`config.mk`:
```
export PLATFORM = sky130hd
export DESIGN_NAME = bbc_exec
export DESIGN_NICKNAME = d
export VERILOG_FILES = /design/src/common/bbc_pkg.sv /design/src/core/bbc_exec.sv
export VERILOG_INCLUDE_DIRS = /design/src /design/src/common
export SDC_FILE = /design/constraint.sdc
export NUM_CORES = 1
export LEC_CHECK = 0
export BUFFER_PORTS_ARGS = -buffer_cell sky130_fd_sc_hd__buf_4
export CAP_MARGIN = 20
export CORE_MARGIN = 4
export CORE_UTILIZATION = 40
export CTS_BUF_LIST = sky130_fd_sc_hd__clkbuf_4 sky130_fd_sc_hd__clkbuf_8
export DETAILED_ROUTE_END_ITERATION = 6
export HOLD_SLACK_MARGIN = 0.15
export MAX_ROUTING_LAYER = met4
export PLACE_DENSITY_LB_ADDON = 0.3
export SLEW_MARGIN = 10
export SYNTH_ARGS = -nofsm -noshare
export SYNTH_HDL_FRONTEND = slang
export SYNTH_SLANG_ARGS = --single-unit
```
`constraint.sdc`:
```
create_clock -name i_clk -period 7.6 [get_ports i_clk]
set_input_delay 1.14 -clock i_clk [delete_from_list [all_inputs] [get_ports i_clk]]
set_output_delay 1.14 -clock i_clk [all_outputs]
set_load 0.05 [all_outputs]
```
`src/common/bbc_defs.svh`:
```
// bbc_defs.svh: offsets, field positions, reset values and clock counts
// assumes inclusion by bare name from the package and the core module
`ifndef BBC_DEFS_SVH
`define BBC_DEFS_SVH

// register port offsets (word index on the 4-bit address)
`define BBC_REG_PSW 4'h0
`define BBC_REG_STAT 4'h1
`define BBC_REG_LAST_CYC 4'h2

// program status word fields
`define BBC_PSW_CY 0
`define BBC_PSW_RBS0 3
`define BBC_PSW_AC 4
`define BBC_PSW_RBS1 5
`define BBC_PSW_Z 6
`define BBC_PSW_IE 7
`define BBC_PSW_RESET 8'h02

// status register fields
`define BBC_STAT_WAKE 0
`define BBC_STAT_BUSY 7

// encoded lengths in bytes
`define BBC_LEN_1 3'h1
`define BBC_LEN_2 3'h2
`define BBC_LEN_3 3'h3
`define BBC_LEN_4 3'h4

// instruction clocks; _F fast area or no data access, _S any other area
`define BBC_CYC_BT_SADDR_F 5'h08
`define BBC_CYC_BT_SADDR_S 5'h09
`define BBC_CYC_BT_SFR 5'h0b
`define BBC_CYC_BT_ACC 5'h08
`define BBC_CYC_BT_PSW 5'h09
`define BBC_CYC_BF_SADDR_F 5'h0a
`define BBC_CYC_BF_SADDR_S 5'h0b
`define BBC_CYC_BF_SFR 5'h0b
`define BBC_CYC_BF_PSW 5'h0b
`define BBC_CYC_PTR_F 5'h0a
`define BBC_CYC_PTR_S 5'h0b
`define BBC_CYC_BC_SADDR_F 5'h0a
`define BBC_CYC_BC_SADDR_S 5'h0c
`define BBC_CYC_BC_SFR 5'h0c
`define BBC_CYC_BC_PSW 5'h0c
`define BBC_CYC_BC_PTR_S 5'h0c
`define BBC_CYC_ACC_BIT 5'h08
`define BBC_CYC_DEC_REG 5'h06
`define BBC_CYC_DEC_SADDR_F 5'h08
`define BBC_CYC_DEC_SADDR_S 5'h0a
`define BBC_CYC_SEL 5'h04
`define BBC_CYC_NOP 5'h02
`define BBC_CYC_CTRL 5'h06

`endif

```
`src/common/bbc_pkg.sv`:
```
// bbc_pkg: types shared by the execution core and its surroundings
// assumes bbc_defs.svh is on the include path
package bbc_pkg;
  `include "bbc_defs.svh"

  typedef enum logic [3:0] {
    BBC_OP_NOP,
    BBC_OP_BRANCH_IF_BIT_SET,
    BBC_OP_BRANCH_IF_BIT_CLEAR,
    BBC_OP_BRANCH_AND_CLEAR_BIT,
    BBC_OP_DECREMENT_BRANCH_NONZERO,
    BBC_OP_SELECT_BANK,
    BBC_OP_ENABLE_INTERRUPT,
    BBC_OP_DISABLE_INTERRUPT,
    BBC_OP_HALT,
    BBC_OP_STOP
  } bbc_op_t;

  typedef enum logic [2:0] {
    BBC_MODE_NONE,
    BBC_MODE_SADDR,
    BBC_MODE_SFR,
    BBC_MODE_ACC,
    BBC_MODE_PSW,
    BBC_MODE_POINTER,
    BBC_MODE_REG_B,
    BBC_MODE_REG_C
  } bbc_mode_t;

  typedef enum logic [1:0] {
    BBC_RUN,
    BBC_HALT,
    BBC_STOP
  } bbc_standby_t;

  typedef struct packed {
    bbc_op_t op;
    bbc_mode_t mode;
    logic [2:0] bit_sel;
    logic [7:0] disp;
    logic [15:0] pc;
    logic [7:0] operand;
    logic hs_ram;
    logic ext_prog;
  } bbc_req_t;

  typedef struct packed {
    logic [15:0] next_pc;
    logic taken;
    logic wr_en;
    bbc_mode_t wr_mode;
    logic [7:0] wr_data;
    logic illegal;
  } bbc_res_t;
endpackage

```
`src/core/bbc_exec.sv`:
```
// bbc_exec: bit branch, loop and cpu control instruction execution
// assumes a decoder presents one decoded instruction with its operand byte,
// and that the caller performs the operand write-back it is handed
//
// Operation
// - one instruction clock is one period of i_clk, the cpu clock
// - fast count for high-speed ram or no data access, else slow
// - set-branch on saddr bit: 3 bytes, 8 or 9 clocks
// - set-branch on sfr bit: 4 bytes, 11 clocks
// - set-branch on acc bit 3 bytes 8 clocks, status bit 9 clocks
// - set-branch on pointer memory bit: 3 bytes, 10 or 11 clocks
// - clear-branch on saddr bit: 4 bytes, 10 or 11 clocks
// - clear-branch on sfr or status bit: 4 bytes, 11 clocks
// - clear-branch acc bit 3 bytes 8 clocks, pointer 10 or 11
// - branch-and-clear saddr bit: 4 bytes, 10 or 12, clears bit
// - branch-and-clear sfr bit: 4 bytes, 12 clocks, clears bit
// - branch-and-clear acc 3 bytes 8, pointer 3 bytes 10 or 12
// - branch-and-clear status bit: 4 bytes, 12, flags may change
// - decrement-branch on b or c: 2 bytes, 6 clocks
// - decrement-branch on saddr byte: 3 bytes, 8 or 10 clocks
// - bank select: 2 bytes, 4 clocks, writes the two bank bits
// - enable interrupt: 2 bytes, 6 clocks, sets the enable flag
// - disable interrupt: 2 bytes, 6 clocks, clears the enable flag
// - counts hold from internal rom; external fetch adds wait clocks
`timescale 1ns/1ps
`include "bbc_defs.svh"
module bbc_exec #(
  parameter int P_EXT_WAIT = 2
) (
  // clock and reset
  input wire logic i_clk,
  input wire logic i_rst_n,
  // instruction request
  input wire logic i_req_valid,
  input wire bbc_pkg::bbc_req_t i_req,
  output logic o_req_ready,
  // instruction result
  output logic o_done,
  output bbc_pkg::bbc_res_t o_res,
  // cpu state
  output logic [7:0] o_psw,
  output bbc_pkg::bbc_standby_t o_standby,
  // wake from standby, asynchronous pin
  input wire logic i_wake,
  // register port
  input wire logic [3:0] i_reg_addr,
  input wire logic [7:0] i_reg_wdata,
  input wire logic i_reg_wr,
  input wire logic i_reg_rd,
  output logic [7:0] o_reg_rdata
);
  import bbc_pkg::*;

  if (P_EXT_WAIT < 0 || P_EXT_WAIT > 16) begin : g_chk
    $error("P_EXT_WAIT must lie in 0..16");
  end

  localparam logic [4:0] LP_EXT_WAIT = 5'(P_EXT_WAIT);

  logic [5:0] cnt_reg, cnt_next;
  logic done_reg, done_next;
  bbc_res_t res_reg, res_next;
  logic [7:0] psw_reg, psw_next;
  logic [7:0] psw_pend_reg, psw_pend_next;
  logic [7:0] psw_mask_reg, psw_mask_next;
  bbc_standby_t standby_reg, standby_next;
  bbc_standby_t sb_pend_reg, sb_pend_next;
  logic [5:0] last_cyc_reg, last_cyc_next;
  logic [7:0] rdata_reg, rdata_next;
  logic wake_s1_reg, wake_s2_reg, wake_d_reg;

  // decode scratch
  logic [2:0] len;
  logic [4:0] cyc;
  logic [7:0] src;
  logic [7:0] mask;
  logic bit_val;
  logic cond;
  logic clr_bit;
  logic [7:0] dec_val;
  logic [15:0] seq_pc;
  logic [15:0] tgt_pc;
  logic accept;
  logic commit;
  logic wake_evt;
  logic sw_wake;
  logic busy;

  assign accept = i_req_valid && o_req_ready;
  assign commit = (cnt_reg == 6'h01);
  assign busy = (cnt_reg != 6'h00);

  // length, clocks and outcome of the offered instruction
  always_comb begin
    len = `BBC_LEN_2;
    cyc = `BBC_CYC_NOP;
    cond = 1'b0;
    clr_bit = 1'b0;
    src = (i_req.mode == BBC_MODE_PSW) ? psw_reg : i_req.operand;
    mask = 8'h01 << i_req.bit_sel;
    bit_val = |(src & mask);
    dec_val = i_req.operand - 8'h01;
    res_next = res_reg;
    res_next.illegal = 1'b0;
    res_next.wr_en = 1'b0;
    res_next.wr_mode = i_req.mode;
    res_next.wr_data = i_req.operand;
    psw_pend_next = psw_reg;
    psw_mask_next = 8'h00;
    sb_pend_next = BBC_RUN;
    case (i_req.op)
      BBC_OP_BRANCH_IF_BIT_SET: begin
        cond = bit_val;
        case (i_req.mode)
          BBC_MODE_SADDR: begin
            len = `BBC_LEN_3;
            cyc = i_req.hs_ram ? `BBC_CYC_BT_SADDR_F : `BBC_CYC_BT_SADDR_S;
          end
          BBC_MODE_SFR: begin
            len = `BBC_LEN_4;
            cyc = `BBC_CYC_BT_SFR;
          end
          BBC_MODE_ACC: begin
            len = `BBC_LEN_3;
            cyc = `BBC_CYC_ACC_BIT;
          end
          BBC_MODE_PSW: begin
            len = `BBC_LEN_3;
            cyc = `BBC_CYC_BT_PSW;
          end
          BBC_MODE_POINTER: begin
            len = `BBC_LEN_3;
            cyc = i_req.hs_ram ? `BBC_CYC_PTR_F : `BBC_CYC_PTR_S;
          end
          default: res_next.illegal = 1'b1;
        endcase
      end
      BBC_OP_BRANCH_IF_BIT_CLEAR: begin
        cond = !bit_val;
        case (i_req.mode)
          BBC_MODE_SADDR: begin
            len = `BBC_LEN_4;
            cyc = i_req.hs_ram ? `BBC_CYC_BF_SADDR_F : `BBC_CYC_BF_SADDR_S;
          end
          BBC_MODE_SFR: begin
            len = `BBC_LEN_4;
            cyc = `BBC_CYC_BF_SFR;
          end
          BBC_MODE_PSW: begin
            len = `BBC_LEN_4;
            cyc = `BBC_CYC_BF_PSW;
          end
          BBC_MODE_ACC: begin
            len = `BBC_LEN_3;
            cyc = `BBC_CYC_ACC_BIT;
          end
          BBC_MODE_POINTER: begin
            len = `BBC_LEN_3;
            cyc = i_req.hs_ram ? `BBC_CYC_PTR_F : `BBC_CYC_PTR_S;
          end
          default: res_next.illegal = 1'b1;
        endcase
      end
      BBC_OP_BRANCH_AND_CLEAR_BIT: begin
        cond = bit_val;
        clr_bit = bit_val;
        case (i_req.mode)
          BBC_MODE_SADDR: begin
            len = `BBC_LEN_4;
            cyc = i_req.hs_ram ? `BBC_CYC_BC_SADDR_F : `BBC_CYC_BC_SADDR_S;
          end
          BBC_MODE_SFR: begin
            len = `BBC_LEN_4;
            cyc = `BBC_CYC_BC_SFR;
          end
          BBC_MODE_ACC: begin
            len = `BBC_LEN_3;
            cyc = `BBC_CYC_ACC_BIT;
          end
          BBC_MODE_POINTER: begin
            len = `BBC_LEN_3;
            cyc = i_req.hs_ram ? `BBC_CYC_PTR_F : `BBC_CYC_BC_PTR_S;
          end
          BBC_MODE_PSW: begin
            len = `BBC_LEN_4;
            cyc = `BBC_CYC_BC_PSW;
          end
          default: begin
            res_next.illegal = 1'b1;
            clr_bit = 1'b0;
          end
        endcase
        // cleared bit goes back to its owner; status bits stay inside
        if (clr_bit && i_req.mode == BBC_MODE_PSW) begin
          psw_pend_next = psw_reg & ~mask;
          psw_mask_next = mask;
        end else if (clr_bit) begin
          res_next.wr_en = 1'b1;
          res_next.wr_data = src & ~mask;
        end
      end
      BBC_OP_DECREMENT_BRANCH_NONZERO: begin
        cond = (dec_val != 8'h00);
        res_next.wr_data = dec_val;
        case (i_req.mode)
          BBC_MODE_REG_B, BBC_MODE_REG_C: begin
            len = `BBC_LEN_2;
            cyc = `BBC_CYC_DEC_REG;
            res_next.wr_en = 1'b1;
          end
          BBC_MODE_SADDR: begin
            len = `BBC_LEN_3;
            cyc = i_req.hs_ram ? `BBC_CYC_DEC_SADDR_F : `BBC_CYC_DEC_SADDR_S;
            res_next.wr_en = 1'b1;
          end
          default: begin
            res_next.illegal = 1'b1;
            cond = 1'b0;
          end
        endcase
      end
      BBC_OP_SELECT_BANK: begin
        cyc = `BBC_CYC_SEL;
        psw_pend_next[`BBC_PSW_RBS1] = i_req.bit_sel[1];
        psw_pend_next[`BBC_PSW_RBS0] = i_req.bit_sel[0];
        psw_mask_next[`BBC_PSW_RBS1] = 1'b1;
        psw_mask_next[`BBC_PSW_RBS0] = 1'b1;
      end
      BBC_OP_ENABLE_INTERRUPT: begin
        cyc = `BBC_CYC_CTRL;
        psw_pend_next[`BBC_PSW_IE] = 1'b1;
        psw_mask_next[`BBC_PSW_IE] = 1'b1;
      end
      BBC_OP_DISABLE_INTERRUPT: begin
        cyc = `BBC_CYC_CTRL;
        psw_pend_next[`BBC_PSW_IE] = 1'b0;
        psw_mask_next[`BBC_PSW_IE] = 1'b1;
      end
      BBC_OP_HALT: begin
        cyc = `BBC_CYC_CTRL;
        sb_pend_next = BBC_HALT;
      end
      BBC_OP_STOP: begin
        cyc = `BBC_CYC_CTRL;
        sb_pend_next = BBC_STOP;
      end
      BBC_OP_NOP: begin
        len = `BBC_LEN_1;
        cyc = `BBC_CYC_NOP;
      end
      default: res_next.illegal = 1'b1;
    endcase
    if (res_next.illegal) begin
      cond = 1'b0;
      len = `BBC_LEN_1;
      cyc = `BBC_CYC_NOP;
    end
    seq_pc = i_req.pc + {13'h0000, len};
    tgt_pc = seq_pc + {{8{i_req.disp[7]}}, i_req.disp};
    res_next.taken = cond;
    res_next.next_pc = cond ? tgt_pc : seq_pc;
    // hold the captured instruction between takes
    if (!accept) begin
      res_next = res_reg;
      psw_pend_next = psw_pend_reg;
      psw_mask_next = psw_mask_reg;
      sb_pend_next = sb_pend_reg;
    end
  end

  // wake event: pin edge after two flops, or software write
  assign wake_evt = wake_s2_reg && !wake_d_reg;
  assign sw_wake = i_reg_wr && (i_reg_addr == `BBC_REG_STAT) && i_reg_wdata[`BBC_STAT_WAKE];

  // sequencing, status word and standby
  always_comb begin
    cnt_next = cnt_reg;
    done_next = 1'b0;
    psw_next = psw_reg;
    standby_next = standby_reg;
    last_cyc_next = last_cyc_reg;
    if (i_reg_wr && i_reg_addr == `BBC_REG_PSW) begin
      psw_next = i_reg_wdata;
    end
    if ((wake_evt || sw_wake) && standby_reg != BBC_RUN) begin
      standby_next = BBC_RUN;
    end
    if (accept) begin
      // one count per i_clk period, plus external fetch waits
      cnt_next = {1'b0, cyc} + (i_req.ext_prog ? {1'b0, LP_EXT_WAIT} : 6'h00) - 6'h01;
      last_cyc_next = cnt_next + 6'h01;
    end else if (busy) begin
      cnt_next = cnt_reg - 6'h01;
    end
    // instruction effects land on its last clock and win over software
    if (commit) begin
      done_next = 1'b1;
      psw_next = (psw_next & ~psw_mask_reg) | (psw_pend_reg & psw_mask_reg);
      standby_next = sb_pend_reg;
    end
  end

  always_comb begin
    rdata_next = 8'h00;
    if (i_reg_rd) begin
      case (i_reg_addr)
        `BBC_REG_PSW: rdata_next = psw_reg;
        `BBC_REG_STAT: rdata_next = {busy, 5'h00, standby_reg};
        `BBC_REG_LAST_CYC: rdata_next = {2'h0, last_cyc_reg};
        default: rdata_next = 8'h00;
      endcase
    end
  end

  // sequencing and cpu state
  always_ff @(posedge i_clk or negedge i_rst_n) begin
    if (!i_rst_n) begin
      cnt_reg <= 6'h00;
      done_reg <= 1'b0;
      psw_reg <= `BBC_PSW_RESET;
      standby_reg <= BBC_RUN;
      last_cyc_reg <= 6'h00;
    end else begin
      cnt_reg <= cnt_next;
      done_reg <= done_next;
      psw_reg <= psw_next;
      standby_reg <= standby_next;
      last_cyc_reg <= last_cyc_next;
    end
  end

  // result and pending effects of the taken instruction
  always_ff @(posedge i_clk or negedge i_rst_n) begin
    if (!i_rst_n) begin
      res_reg <= '0;
      psw_pend_reg <= `BBC_PSW_RESET;
      psw_mask_reg <= 8'h00;
      sb_pend_reg <= BBC_RUN;
    end else begin
      res_reg <= res_next;
      psw_pend_reg <= psw_pend_next;
      psw_mask_reg <= psw_mask_next;
      sb_pend_reg <= sb_pend_next;
    end
  end

  // register port read data
  always_ff @(posedge i_clk or negedge i_rst_n) begin
    if (!i_rst_n) begin
      rdata_reg <= 8'h00;
    end else begin
      rdata_reg <= rdata_next;
    end
  end

  // wake pin synchroniser and edge history
  always_ff @(posedge i_clk or negedge i_rst_n) begin
    if (!i_rst_n) begin
      wake_s1_reg <= 1'b0;
      wake_s2_reg <= 1'b0;
      wake_d_reg <= 1'b0;
    end else begin
      wake_s1_reg <= i_wake;
      wake_s2_reg <= wake_s1_reg;
      wake_d_reg <= wake_s2_reg;
    end
  end

  assign o_req_ready = !busy && (standby_reg == BBC_RUN);
  assign o_done = done_reg;
  assign o_res = res_reg;
  assign o_psw = psw_reg;
  assign o_standby = standby_reg;
  assign o_reg_rdata = rdata_reg;
endmodule

```
==> metrics.md <==
| Metric | Value |
|---|---|
| Part of the Yosys area used for sequential elements | `0.354` |
| Hold_sp | `wake_s1_reg$_DFF_PN0_` |
| Sink Count | `slightly above 80` |
| Post-synth top area cell | `dfrtp_1` |
| Worst rel slew slack | `0.397` |
| Later-pin clock latency in the skew report | `between 0.3 and 0.4 ns` |
| Simple logic cell fraction of the synthesized area | `0.207` |
| Clock tree root buffer cell | `clkbuf_8` |
| Layout cells sized above 1 | `0.201` |
| Dpl ws | `~2.0 ns` |
| Worst Skew | `approximately 0.011 ns` |
| P&R area growth vs syn | `20.2%` |
| CORE AREA | `around 0.014 mm²` |
| DP Area | `0.00677 mm²` |
| Critical path type | `input port to flip-flop` |
| IO Port Bufs | `111` |
| Critical Path End Type | `flip-flop` |
| Maximum vdd ir drop | `about 0.00009 V` |
| Worst R2R Start | `o_psw[2]$_DFF_PN0_` |
| DR vias/cell | `5.63` |
| Hold_buf cts | `0` |
| RSZ-0062 raised after global routing | `no` |
| Critical Path Max Stage Delay | `around 0.42 ns` |
| Die width | `about 130 µm` |
| Post-Syn Area | `between 0.005 and 0.006 mm²` |
| XOR/XNOR Fraction of Synth Area | `0.0558` |
| Max H-tree Level | `3` |
| Post-synth cell types | `67` |
| Yosys reg bits | `slightly above 80` |
| Vias in the first global route | `approximately 5500` |
| Share of the synthesized area in the top cell type | `0.345` |
| Io pins | `112` |
| Startpoint Class | `input port` |
| Crit-path cells | `buf_4 > or3_1 > and2_1 > o311a_1 > o21a_1 > ha_1 > a21o_1 > a21oi_1 > nor2_1 > and3_1 > xor2_1 > ha_1 > and3_1 > o21ai_0 > o2111ai_1 > nand2_1 > mux2_2 > o21ai_0 > o311ai_0` |
| DRT antenna net count | `0` |
| Yosys warning count | `0` |
| HPWL Detailed | `between 10000 and 15000 µm` |
| Routed WL | `around 16000 µm` |
| Crit-path slowest cell | `or3_1` |
| Syn avg cell area | `roughly 8.6 µm²` |
| Top delay family on crit path | `compound AO/OA/AOI/OAI gates` |
| Max Cap Violations | `0` |
| Post-route insts no fill | `between 900 and 1000` |
| Gr usage total | `0.211` |
| Via Count | `~5400` |
| Post-synthesis mux area share | `0.0747` |
| DRT iter0 DRCs | `approximately 370` |
| DR WL/cell | `about 17 µm` |
| PwrDens | `~160 mW/mm²` |
| Top cells by area, synth | `dfrtp_1 (34%), ha_1 (6.5%), nand2_1 (5.9%), mux2i_1 (5.3%), nor2_1 (4.2%)` |
| 1st-pass router iterations | `5` |
| Commonest non-fill, non-tap cell in the layout | `buf_4` |
| Number of remaining DRC errors | `0` |
| Hold Fails Final Rpt | `0` |
| Tot Pwr | `between 1 and 1.5 mW` |
| Main combinational cell family by area after synthesis | `simple AND/OR/NAND/NOR gates` |
| Hold WC Path Type | `flip-flop to flip-flop` |
| Adder and majority gate portion of the synthesized area | `0.0767` |
| Post-synth ARST share | `1.00` |
| Clock Tree Buf Depth | `2` |
| Reg-to-reg setup timing slack | `between 4 and 5 ns` |
| # rows | `43` |
| Post-synthesis compound-gate area fraction | `0.194` |
| Final global-route overflow total | `0` |
| Highest Clock Rate | `around 0.19 GHz` |
| Global-route wire length before repair | `approximately 27000 µm` |
| Worst setup margin | `around 2.3 ns` |
| Max reg flops | `30` |
| Post-synth EDFFs | `0` |
| Fill count | `about 1300` |
| Post-CTS setup buffer count | `0` |
| Synth Net Count | `772` |
| Die area | `0.0165 mm²` |
| Routability cong. | `between 0.8 and 0.9` |
| Worst Path Max Fanout | `11` |
| Initial Util | `0.414` |
| Final period utilization | `0.695` |
| Most frequent cells in the layout | `buf_4 (115), nand2_1 (90), dfrtp_1 (80), nor2_1 (65), o21ai_0 (43)` |
| Req. time, crit path | `7.82 ns` |
| Antenna cell count | `0` |
| Outcome | `finished clean` |
| Largest net degree at the start of global routing | `83` |
| Antenna violations before repair | `0` |
| Die height | `~130 µm` |
| Slew Viols, Final | `0` |
| CP startpoint | `i_req[37]` |
| Crit path DAT | `about 5.5 ns` |
| Worst Tran Pin Value | `0.898 ns` |
| Worst-path clk slew | `roughly 0.080 ns` |
| Mapped Cells | `about 680` |
| Bufs and invs on worst path | `1` |
| TritonCTS clock tree | `done` |
| Inst Count DP | `940` |
| Most common flop cell mapped by yosys | `dfrtp_1` |
| Fin crit period | `roughly 5.3 ns` |
| Final TNS setup | `0 ns` |
| Fin nets | `about 870` |
| Leak | `3.26 nW` |
| Number of buffers created by CTS | `9` |
| Resized cells post-CTS | `0` |
| Post-route cell area | `between 0.006 and 0.007 mm²` |
| Setup violators final | `0` |
metrics by stage:
stage	utilization	hold WS (ns)
2_1_floorplan	-	0.331
6_report	0.497	0.367
5_1_grt	0.497	0.384
3_5_place_dp	0.482	0.343
3_3_place_gp	0.481	0.343
4_1_cts	0.496	0.371
report_power, final:
part	total [mW]	switching, mW	internal, mW
clock network	0.311	0.173	0.138
logic	0.323	0.191	0.132
registers	0.471	0.0230	0.448
cell families (layout without fill, tap and decap cells):
| group | after synthesis | in the layout |
|---|---|---|
| simple gates | 255 | 255 |
| compound gates | 177 | 177 |
| flops | 82 | 82 |
| buf+inv | 53 | 153 |
| mux | 39 | 39 |
| xor+xnor | 37 | 37 |
| fa+ha+maj | 34 | 34 |
Yosys cell counts (3+ instances only):
cell       number
nor2_1         65
fa_1            3
o21a_1          4
clkbuf_1       28
nand2_1        91
a31oi_1        13
a41oi_1         4
and2_1          3
or3_1           6
o31ai_1         6
inv_1          20
o21ai_0        43
mux2_2          5
nand4_1         4
dfrtp_1        80
a21oi_1        41
mux2i_1        31
nand3_1        14
a221o_1         3
mux4_2          3
o211ai_1        8
a21o_1          7
nor3_1         15
xor2_1         15
nor4_1          4
nor3b_1         6
o21ai_1        14
ha_1           30
nor2b_1         8
or2_2           6
o21bai_1        3
and3_1         10
a211oi_1        6
nand2b_1       13
or3b_1          3
xnor2_1        22
a2111oi_0       3
final timing paths:
check                                         endpoint  depth (start not counted)
max                              o_res[29]$_DFFE_PN0P_                         19
min                              wake_s2_reg$_DFF_PN0_                          0
max reg2reg                      o_res[17]$_DFFE_PN0P_                          8
min reg2reg                      wake_s2_reg$_DFF_PN0_                          0
max in group asynchronous       cnt_reg[2]$_DFFE_PN0P_                          2
min in group asynchronous  psw_mask_reg[6]$_DFFE_PN0P_                          1
layer usage:
metal  vias to the layer above  wire length (µm)  GRT usage
li1                       2615                 -          -
met1                      2571              7400      0.273
met2                       169              7560      0.335
met3                        30               956     0.0452
met4                         0               323     0.0593
met5                         -                 0          -
final cells by class:
cell class / instances / area (µm²) / share of cell area
Multi-Input combinational cell: 542 / 3540 / 0.506
Sequential cell: 82 / 2050 / 0.294
Timing Repair Buffer: 117 / 906 / 0.130
Tap cell: 180 / 225 / 0.0322
Clock buffer: 11 / 151 / 0.0217
Inverter: 20 / 75.1 / 0.0107
Clock inverter: 5 / 36.3 / 0.00519
(Power assumes the default switching activity.)
